--- src/design/acc_cfg.svh ---
`ifndef ACC_CFG_SVH
`define ACC_CFG_SVH

// Clock period in picoseconds (125 MHz).
`define ACC_CLK_PERIOD_PS 8000
// Trigger to ready-high delay: typical 1 us, longest 1.5 us, in ns.
`define ACC_TRIG_READY_TYP_NS 1000
`define ACC_TRIG_READY_MAX_NS 1500
// Internal reset completes at the typical figure; an LSB of one adds a little.
`define ACC_RESET_CYCLES ((`ACC_TRIG_READY_TYP_NS * 1000) / `ACC_CLK_PERIOD_PS)
`define ACC_RESET_MAX_CYCLES ((`ACC_TRIG_READY_MAX_NS * 1000) / `ACC_CLK_PERIOD_PS)
`define ACC_LSB_EXTRA_CYCLES 8
// Conversion time: typical 20 us, longest 30 us, in ns.
`define ACC_CONV_TYP_NS 20000
`define ACC_CONV_MAX_NS 30000
// Cycles per approximation step so that eight steps take the typical time.
`define ACC_STEP_CYCLES ((`ACC_CONV_TYP_NS * 1000) / `ACC_CLK_PERIOD_PS / 8)
`define ACC_CONV_MAX_CYCLES ((`ACC_CONV_MAX_NS * 1000) / `ACC_CLK_PERIOD_PS)
// Trigger pulse widths: tested 500 ns, typically works down to 300 ns.
`define ACC_TRIG_TESTED_NS 500
`define ACC_TRIG_MIN_NS 300
// Offset binary midscale, the first trial code.
`define ACC_MIDSCALE 8'h80

`endif

--- src/design/acc_pkg.sv ---
package acc_pkg;
   // Sequencer states.
   typedef enum logic [1:0] {
      ACC_IDLE = 2'b00,
      ACC_RESET = 2'b01,
      ACC_WAIT = 2'b10,
      ACC_CONVERT = 2'b11
   } acc_state_t;

   // Result bus as seen on the three-state pins.
   typedef struct packed {
      logic [7:0] data;
      logic [7:0] oe;
   } acc_bus_t;
endpackage

--- src/design/acc_sar.sv ---
`timescale 1ns/1ps
`include "acc_cfg.svh"

// Successive approximation register: one trial bit per step, MSB first.
module acc_sar #(
   parameter int WIDTH = 8
) (
   // Clock and reset.
   input wire logic clk_in,
   input wire logic arst_n_in,
   // Control.
   input wire logic clear_in,
   input wire logic start_in,
   input wire logic step_in,
   input wire logic comp_in,
   // Result.
   output logic [WIDTH-1:0] result_out,
   output logic done_out
);
   logic [WIDTH-1:0] result_reg;
   logic [WIDTH-1:0] result_next;
   logic [WIDTH-1:0] trial_reg;
   logic [WIDTH-1:0] trial_next;
   logic done_reg;
   logic done_next;
   wire logic [WIDTH-1:0] kept_w = comp_in ? result_reg : (result_reg & ~trial_reg);
   wire logic [WIDTH-1:0] trial_shift_w = trial_reg >> 1;
   wire logic last_w = trial_reg[0];

   // Each decision keeps or drops the trial bit and sets the next lower one.
   always_comb begin
      result_next = result_reg;
      trial_next = trial_reg;
      done_next = done_reg;
      if (clear_in) begin
         result_next = '0;
         trial_next = '0;
         done_next = 1'b0;
      end else if (start_in) begin
         result_next = {1'b1, {(WIDTH-1){1'b0}}};
         trial_next = {1'b1, {(WIDTH-1){1'b0}}};
         done_next = 1'b0;
      end else if (step_in && trial_reg != '0) begin
         result_next = kept_w | trial_shift_w;
         trial_next = trial_shift_w;
         done_next = last_w;
      end
   end

   // State registers.
   always_ff @(posedge clk_in or negedge arst_n_in) begin
      if (!arst_n_in) begin
         result_reg <= '0;
         trial_reg <= '0;
         done_reg <= 1'b0;
      end else begin
         result_reg <= result_next;
         trial_reg <= trial_next;
         done_reg <= done_next;
      end
   end

   assign result_out = result_reg;
   assign done_out = done_reg;
endmodule // acc_sar

--- src/design/acc_ctrl.sv ---
`timescale 1ns/1ps
`include "acc_cfg.svh"

// How it works
// - Trigger rising edge resets sequencer, clears result, drives ready high.
// - Approximation starts at trigger fall, or at ready rise if trigger fell during reset; ready goes low when finished.
// - Host keeps enable high during conversion; else partial results appear.
// - Result pins driven only while enable is low, otherwise released.
// - Ready goes high about 1 us after trigger, at most 1.5 us.
// - Ready delay is slightly longer when previous LSB was one.
// - Works with 500 ns trigger pulse, typically down to 300 ns.
// - Result is offset binary: midscale input gives 8'h80.
module acc_ctrl #(
   parameter int WIDTH = 8,
   parameter int RESET_CYCLES = `ACC_RESET_CYCLES,
   parameter int STEP_CYCLES = `ACC_STEP_CYCLES
) (
   // Clock and reset.
   input wire logic clk_in,
   input wire logic arst_n_in,
   // Host control pins.
   input wire logic convert_trigger_in,
   input wire logic result_output_enable_n_in,
   // Comparator decision: high keeps the trial bit.
   input wire logic comparator_in,
   // Status and result pins.
   output logic result_ready_n_out,
   output logic [WIDTH-1:0] data_out,
   output logic [WIDTH-1:0] data_oe_out
);
   localparam int CW = 16;
   // Longest trigger-to-ready delay in clock cycles.
   localparam int READY_MAX = `ACC_RESET_MAX_CYCLES;

   acc_pkg::acc_state_t state_reg;
   acc_pkg::acc_state_t state_next;
   logic trig_d_reg;
   logic [CW-1:0] cnt_reg;
   logic [CW-1:0] cnt_next;
   logic ready_n_reg;
   logic ready_n_next;
   acc_pkg::acc_bus_t bus_reg;
   acc_pkg::acc_bus_t bus_next;
   logic [WIDTH-1:0] result_w;
   logic done_w;

   // Edge detection on the trigger, taken as synchronous.
   wire logic trig_rise_w = convert_trigger_in && !trig_d_reg;
   wire logic trig_fall_w = !convert_trigger_in && trig_d_reg;
   wire logic cnt_zero_w = (cnt_reg == '0);
   wire logic in_reset_w = (state_reg == acc_pkg::ACC_RESET);
   wire logic in_conv_w = (state_reg == acc_pkg::ACC_CONVERT);
   // Start on a low trigger in the wait state, not only on its edge, so a short
   // trigger that fell during the internal reset still starts the approximation.
   wire logic start_w = (state_reg == acc_pkg::ACC_WAIT) && !convert_trigger_in;
   wire logic step_w = in_conv_w && cnt_zero_w;
   // A stored LSB of one stretches the internal reset slightly.
   wire logic [CW-1:0] reset_load_w = result_w[0] ?
      CW'(RESET_CYCLES + `ACC_LSB_EXTRA_CYCLES - 1) : CW'(RESET_CYCLES - 1);

   // The approximation register itself.
   acc_sar #(
      .WIDTH(WIDTH)
   ) u_sar (
      .clk_in(clk_in),
      .arst_n_in(arst_n_in),
      .clear_in(trig_rise_w),
      .start_in(start_w),
      .step_in(step_w),
      .comp_in(comparator_in),
      .result_out(result_w),
      .done_out(done_w)
   );

   // Sequencer. A new rising edge restarts it from any state, so a trigger
   // during conversion aborts the running approximation.
   always_comb begin
      state_next = state_reg;
      cnt_next = cnt_zero_w ? cnt_reg : cnt_reg - CW'(1);
      ready_n_next = ready_n_reg;
      if (trig_rise_w) begin
         state_next = acc_pkg::ACC_RESET;
         cnt_next = reset_load_w;
      end else begin
         case (state_reg)
            acc_pkg::ACC_RESET: begin
               if (cnt_zero_w) begin
                  ready_n_next = 1'b1;
                  state_next = acc_pkg::ACC_WAIT;
               end
            end
            acc_pkg::ACC_WAIT: begin
               // A short trigger may fall before reset completes; it is
               // held here and starts the moment ready has gone high.
               if (!convert_trigger_in) begin
                  state_next = acc_pkg::ACC_CONVERT;
                  cnt_next = CW'(STEP_CYCLES - 1);
               end
            end
            acc_pkg::ACC_CONVERT: begin
               if (done_w) begin
                  ready_n_next = 1'b0;
                  state_next = acc_pkg::ACC_IDLE;
               end else if (cnt_zero_w) begin
                  cnt_next = CW'(STEP_CYCLES - 1);
               end
            end
            default: begin
               state_next = acc_pkg::ACC_IDLE;
            end
         endcase
      end
   end

   // Output pins: enable releases or drives them; partial results show if
   // the host enables during conversion.
   always_comb begin
      bus_next.data = result_w;
      bus_next.oe = result_output_enable_n_in ? '0 : '1;
   end

   // State registers.
   always_ff @(posedge clk_in or negedge arst_n_in) begin
      if (!arst_n_in) begin
         state_reg <= acc_pkg::ACC_IDLE;
         trig_d_reg <= 1'b0;
         cnt_reg <= '0;
         ready_n_reg <= 1'b0;
         bus_reg <= '0;
      end else begin
         state_reg <= state_next;
         trig_d_reg <= convert_trigger_in;
         cnt_reg <= cnt_next;
         ready_n_reg <= ready_n_next;
         bus_reg <= bus_next;
      end
   end

   assign result_ready_n_out = ready_n_reg;
   assign data_out = bus_reg.data;
   assign data_oe_out = bus_reg.oe;

   // Cycles spent converting, so the longest conversion time is checked with a
   // counter rather than with a delay range far beyond what the tools unroll.
   logic [CW-1:0] conv_age_reg;
   always_ff @(posedge clk_in or negedge arst_n_in) begin
      if (!arst_n_in) begin
         conv_age_reg <= '0;
      end else if (in_conv_w) begin
         conv_age_reg <= conv_age_reg + CW'(1);
      end else begin
         conv_age_reg <= '0;
      end
   end

   // Ready rises within the longest delay after the trigger edge.
   AST_READY_DELAY: assert property (@(posedge clk_in) disable iff (!arst_n_in)
      trig_rise_w |-> ##[1:READY_MAX] ready_n_reg)
      else $error("ready not high within reset delay");

   // Ready stays low for the first 8 cycles after a trigger edge that finds it low.
   AST_READY_NOT_EARLY: assert property (@(posedge clk_in) disable iff (!arst_n_in)
      (trig_rise_w && !ready_n_reg) |=> !ready_n_reg [*8])
      else $error("ready rose too early");

   // Result is cleared the cycle after a trigger rise.
   AST_CLEAR: assert property (@(posedge clk_in) disable iff (!arst_n_in)
      trig_rise_w |=> result_w == '0)
      else $error("result not cleared");

   // Conversion starts with the midscale trial.
   AST_START_MID: assert property (@(posedge clk_in) disable iff (!arst_n_in)
      start_w |=> result_w == `ACC_MIDSCALE)
      else $error("first trial is not midscale");

   // Enable low drives the pins on the next edge; high releases them.
   AST_OE: assert property (@(posedge clk_in) disable iff (!arst_n_in)
      1'b1 |=> (data_oe_out == ($past(result_output_enable_n_in) ? '0 : '1)))
      else $error("pin drive does not follow enable");

   // Ready falls within the longest conversion time of the start.
   AST_CONV_DONE: assert property (@(posedge clk_in) disable iff (!arst_n_in)
      conv_age_reg <= CW'(`ACC_CONV_MAX_CYCLES))
      else $error("conversion did not finish in time");

   // Ready falls only out of conversion.
   AST_READY_FALL: assert property (@(posedge clk_in) disable iff (!arst_n_in)
      $fell(ready_n_reg) |-> $past(in_conv_w))
      else $error("ready fell outside conversion");

   // A step moves the trial bit down by one position.
   AST_STEP: assert property (@(posedge clk_in) disable iff (!arst_n_in)
      (step_w && !trig_rise_w && !done_w && u_sar.trial_reg[0] == 1'b0 &&
       u_sar.trial_reg != '0) |=> u_sar.trial_reg == $past(u_sar.trial_reg) >> 1)
      else $error("trial bit did not advance");
endmodule // acc_ctrl

--- config.mk ---
export PLATFORM = sky130hd
export DESIGN_NAME = acc_ctrl
export DESIGN_NICKNAME = d
export VERILOG_FILES = /design/src/design/acc_pkg.sv /design/src/design/acc_sar.sv /design/src/design/acc_ctrl.sv
export VERILOG_INCLUDE_DIRS = /design/src /design/src/design
export SDC_FILE = /design/constraint.sdc
export NUM_CORES = 1
export LEC_CHECK = 0
export BUFFER_PORTS_ARGS = -buffer_cell sky130_fd_sc_hd__buf_2
export CAP_MARGIN = 20
export CORE_ASPECT_RATIO = 1.5
export CORE_UTILIZATION = 45
export DETAILED_ROUTE_END_ITERATION = 10
export PLACE_DENSITY = 0.64
export SLEW_MARGIN = 20
export SYNTH_ARGS = -nofsm -noshare
export SYNTH_HDL_FRONTEND = slang
export SYNTH_SLANG_ARGS = --single-unit
--- constraint.sdc ---
create_clock -name clk_in -period 3.6 [get_ports clk_in]
set_clock_uncertainty 0.1 [all_clocks]
set_input_delay 0.36 -clock clk_in [delete_from_list [all_inputs] [get_ports clk_in]]
set_output_delay 0.36 -clock clk_in [all_outputs]
set_load 0.005 [all_outputs]
==> reports/qor.csv, run 1 <==
metric,value,unit
run_status,"complete, but fails checks",
violations,hold timing,
ys.flop_type,dfrtp_1,
fin_nets,252,
path_cells,inv_1 -> ha_1 -> nor3b_1 -> and4_1 -> mux2_2 -> a21oi_1,
grt_pass1_vias,1704,
drt_iter0_drc,105,
cts_tree,yes,
antenna_left,0,
synth_edf_count,0,
synth_fp_nets,241,
io_pins,22,
syn_area_per_cell,10.0,sq um
fmax,378,MHz
slowest_delay,0.75,ns
maxSlewViolCount,0,
diodes,0,
power_density,567,mW/mm^2
ys_warn_count,0,
rsz0062_at_grt,false,
fillers,472,
final_common_cell,dfrtp_1,
largest_reg_flops,16,
grt_max_degree,47,
cts_made_buffers,5,
std_cell_rows,31,
wire_per_inst,16.2,um
seq_area_frac_synth,50.0,%
antenna_found_initial,0,
clk_pin_slew,0.09,ns
startpoint_type,flop,
relSlewSlack,36.5,%
die_x,60.4,um
fin_crit,2.65,ns
hold_viol_final,46,
holdBufCountCts,0,
ys_ff_latch,46,
crit_slowest_cell,and4_1,
core_area,0.00489,sq mm
start_util,47.1,%
holdWs,-0.0465,ns
grt_pass1_wl,8320,um
path_class,reg2reg,
cts_sinks,46,
vias,1828,
cp-end-kind,flop,
fin_util,51.4,%
gr-usage-all-layers,20.8,%
period_share,73.6,%
place_congestion,0.760,
cts-root-buf,clkbuf_8,
ir_worst_vdd,291,uV
crit_required,3.73,ns
htreeDepth,2,
layout-area-overhead-vs-synth,9.24,%
leakage,1.10,nW
finalSetupViolations,0,
syn_inst,230,
cts_resized,0,
post_cts_buffers,0,
wl,4970,um
place_hpwl,3470,um
hold_path.class,in2async,
critPathMaxFanout,20,
final_cell_mix,"dfrtp_1, a21oi_1, buf_2",
drive_above_1_share,14.5,%
clock_latency,0.30,ns
die_area,0.00541,sq mm
syn_area,0.00230,sq mm
die_h,89.6,um
async_flop_share,100,%
route.detailed.drc,0,
vias_per_cell,5.95,
fin_tns_setup,0,ns
drv_cap,0,
cts_buffer_depth,2,
io_buffers,21,
ys_types,47,
global_route.overflow_total,0,
first_pass_iters,4,
worst_pin_slew,0.946,ns
cp.arrival,2.77,ns
cells in the mapped netlist (2+ instances only):
cell | n | area share, %
a211o_1 | 2 | 0.76
a21oi_1 | 22 | 4.8
a22oi_1 | 2 | 0.65
a31oi_1 | 4 | 1.1
a32oi_1 | 2 | 0.76
and4_1 | 3 | 1.1
buf_2 | 3 | 0.65
buf_4 | 7 | 2.3
clkbuf_1 | 7 | 1.1
dfrtp_1 | 46 | 50
ha_1 | 6 | 3.3
inv_1 | 7 | 1.1
mux2_2 | 2 | 0.98
nand2_1 | 15 | 2.4
nand2b_1 | 7 | 1.9
nand3_1 | 9 | 2.0
nor2_1 | 9 | 1.5
nor2b_1 | 3 | 0.82
nor3_1 | 3 | 0.65
nor4_1 | 3 | 0.82
o21a_1 | 3 | 0.98
o21ai_0 | 11 | 2.4
o21ai_1 | 8 | 1.7
o22ai_1 | 3 | 0.82
o311ai_0 | 2 | 0.76
o31ai_1 | 5 | 1.6
o41ai_1 | 4 | 1.5
or3_1 | 5 | 1.4
or4_1 | 7 | 2.3
or4_4 | 3 | 1.5
critical path: cells and delay by family, from the launching register on:
| kind | cells | cell delay, ns |
|---|---|---|
| AOI/OAI and AO/OA | 1 | 0.13 |
| adders and majority gates | 1 | 0.14 |
| buffers and inverters | 1 | 0.09 |
| DFF | 1 | 0.42 |
| muxes | 1 | 0.40 |
| and+or+nand+nor | 2 | 1.29 |
where the power goes:
| group | internal (mW) | switching (mW) |
|---|---|---|
| Clock | 0.222 | 0.174 |
| Sequential | 0.582 | 0.0683 |
| Combinational | 0.151 | 0.226 |
| Total | 0.955 | 0.469 |
logic make-up after synthesis:
group	synth area share [%]
multiplexers	1.41
AO/OA/AOI/OAI	20.8
buffers and inverters	5.38
adder cells (fa/ha/maj)	3.26
flip-flops	50.0
AND/OR/NAND/NOR	19.1
path summary, 6_finish.rpt:
| kind | slack, ns | cells past startpoint | start | end |
|---|---|---|---|---|
| setup / recovery | 0.95 | 6 | cnt_reg[0]$_DFF_PN0_ | cnt_reg[1]$_DFF_PN0_ |
| hold / removal | -0.05 | 1 | arst_n_in | cnt_reg[15]$_DFF_PN0_ |
| setup reg to reg | 0.95 | 6 | cnt_reg[0]$_DFF_PN0_ | cnt_reg[1]$_DFF_PN0_ |
| hold reg to reg | 0.28 | 0 | u_sar.result_out[2]$_DFFE_PN0P_ | data_out[2]$_DFF_PN0_ |
| max in group asynchronous | 3.04 | 1 | arst_n_in | u_sar.result_out[2]$_DFFE_PN0P_ |
| min in group clk_in | 0.09 | 2 | result_output_enable_n_in | data_oe_out[6]$_DFF_PN0_ |
area by class of cell:
cell class	instances	area (sq um)	area share, %
sequential	46	1150	45.8
tap	66	82.6	3.29
clock inverter	1	30.0	1.19
multi-input combinational	159	1030	40.8
clock buffer	6	82.6	3.29
timing repair buffer	22	115	4.58
inverter	7	26.3	1.05
routing by layer:
metal / GRT usage (%) / up-vias / part of all wire, %
met1: 26.3 / 904 / 43
li1: - / 888 / -
met5: 0 / - / 0
met2: 34.6 / 26 / 53
met4: 8.88 / 0 / 2.0
met3: 3.44 / 10 / 2.1
per-stage QoR:
stage                     cell area, sq um  worst slack [ns]  hold slack (ns)  std cells  power (mW)
after floorplan                       2300              1.35          -0.0356        230       0.933
after global placement                2400              1.08            0.261        300        1.03
final                                 2510             0.952          -0.0465        307        1.42
after CTS                             2510             0.983           0.0878        307        1.43
after detailed placement              2400              1.01            0.266        300        1.03
after global routing                  2510             0.815          0.00393        307        1.51
Power figures use the tool's default switching activity.
==> run 2: changes to the inputs <==
PLACE_DENSITY = 0.67   (was 0.64)
clock period = 2.4 ns   (was 3.6 ns; I/O delays follow)
==> reports/qor.csv, run 2 (synthesis gave the netlist of run 1 again) <==
metric,value,unit
io_pins,22,
post_cts_buffers,0,
core_area,0.00489,sq mm
cts_tree,yes,
slowest_delay,0.48,ns
final_common_cell,dfrtp_1,
first_pass_iters,4,
fin_crit,2.25,ns
maxSlewViolCount,0,
layoutNonFillerInstCount,323,
worst_pin_slew,0.509,ns
vias,1932,
power_density,828,mW/mm^2
wire_per_inst,16.2,um
final_cell_mix,"dfrtp_1, a21oi_1, buf_2",
die_area,0.00541,sq mm
ir_worst_vdd,560,uV
cts_made_buffers,5,
drt_iter0_drc,87,
drv_cap,0,
start_util,47.1,%
place_congestion,0.820,
path_cells,inv_1 -> ha_1 -> or3b_1 -> or3_1 -> or4b_1 -> a21oi_1,
clock_latency,0.31,ns
hold_viol_final,0,
crit_buf_inv,1,
r2r_start,cnt_reg[0]$_DFF_PN0_,
leakage,1.18,nW
setup.worst_path.start,cnt_reg[0]$_DFF_PN0_,
startpoint_type,flop,
place_hpwl,3790,um
cp-end-kind,flop,
cts_buffer_depth,2,
route.detailed.drc,0,
vias_per_cell,5.98,
fmax,445,MHz
diodes,0,
cts-root-buf,clkbuf_8,
placed_cells,313,
ff2ff_path_depth,6,
hold_path.class,in2reg,
relSlewSlack,66.0,%
fillers,477,
min_from,convert_trigger_in,
global_route.overflow_total,0,
wl,5250,um
layout-area-overhead-vs-synth,15.6,%
grt_max_degree,20,
rsz0062_at_grt,false,
grt_pass1_wl,8940,um
io_buffers,21,
cts_sinks,46,
grt_pass1_vias,1848,
crit_required,2.54,ns
cp.arrival,2.39,ns
cp-endpoint,cnt_reg[14]$_DFF_PN0_,
crit_slowest_cell,or4b_1,
largest_reg_flops,16,
finalWorstSetupSlack,0.153,ns
std_cell_rows,31,
finalSetupViolations,0,
critPathMaxFanout,4,
multiInputGateArea,0.00104,sq mm
gr-usage-all-layers,22.4,%
fin_tns_setup,0,ns
r2r_end,cnt_reg[14]$_DFF_PN0_,
regToRegSetupSlack,0.15,ns
antenna_left,0,
run_status,completed,
die_x,60.4,um
path_depth,6,
htreeDepth,2,
clk_pin_slew,0.09,ns
antenna_found_initial,0,
die_h,89.6,um
drive_above_1_share,20.2,%
place_ws,0.0583,ns
path_class,reg2reg,
critPathTopFamily,simple AND/OR/NAND/NOR gates,
register_area,0.00115,sq mm
fin_nets,267,
period_share,93.6,%
[run 2: power breakdown]
| part | leakage [nW] | total [mW] | internal [mW] | switching (mW) |
|---|---|---|---|---|
| Combinational | 0.514 | 0.623 | 0.269 | 0.354 |
| Sequential | 0.605 | 0.982 | 0.872 | 0.110 |
| Clock | 0.0585 | 0.596 | 0.312 | 0.283 |
| Total | 1.18 | 2.20 | 1.45 | 0.747 |
[run 2: final cells by class]
type / instances / area share (%)
Sequential cell: 46 / 43.3
Multi-Input combinational cell: 159 / 39.2
Timing Repair Buffer: 37 / 9.13
Tap cell: 66 / 3.11
Clock buffer: 5 / 2.59
Clock inverter: 3 / 1.65
Inverter: 7 / 0.988
[run 2: worst reg2reg max path, cell delays in order, from the launching register on]
cell and delay [ns]:
dfrtp_1 0.41, inv_1 0.09, ha_1 0.21, or3b_1 0.37, or3_1 0.37, or4b_1 0.48, a21oi_1 0.15
[run 2: timing repair]
| item | 4_1_cts | 5_1_grt |
|---|---|---|
| gates resized for setup | 0 | 3 |
| hold buffers | 2 | 0 |
| hold endpoints to repair | 13 | 0 |
| setup endpoints to repair | 0 | 24 |
[run 2: worst min path at each step]
stage / cells past startpoint / endpoint / slack, ns
after global placement: 1 / cnt_reg[15]$_DFF_PN0_ / 0.05
after global routing: 1 / trig_d_reg$_DFF_PN0_ / 0.01
after floorplan: 0 / cnt_reg[0]$_DFF_PN0_ / -0.16
after detailed placement: 1 / cnt_reg[13]$_DFF_PN0_ / 0.05
final: 1 / trig_d_reg$_DFF_PN0_ / 0.02
after CTS: 1 / trig_d_reg$_DFF_PN0_ / 0.01
[run 2: layer usage]
layer | GRT usage, % | wire (um) | vias to the layer above
met5 | 0 | 0 | -
met4 | 10.1 | 131 | 0
met3 | 3.87 | 149 | 12
met2 | 37.3 | 2770 | 43
met1 | 28.0 | 2200 | 969
li1 | - | - | 908
[run 2: stage by stage]
| step | power, mW | utilization (%) | cell area [sq um] | hold slack [ns] |
|---|---|---|---|---|
| after global routing | 2.33 | 54.4 | 2660 | 0.0149 |
| after floorplan | 1.40 | - | 2300 | -0.156 |
| final | 2.20 | 54.4 | 2660 | 0.0189 |
| after CTS | 2.20 | 54.0 | 2640 | 0.0147 |
| after global placement | 1.59 | 51.3 | 2510 | 0.0506 |
| after detailed placement | 1.61 | 51.3 | 2510 | 0.0519 |
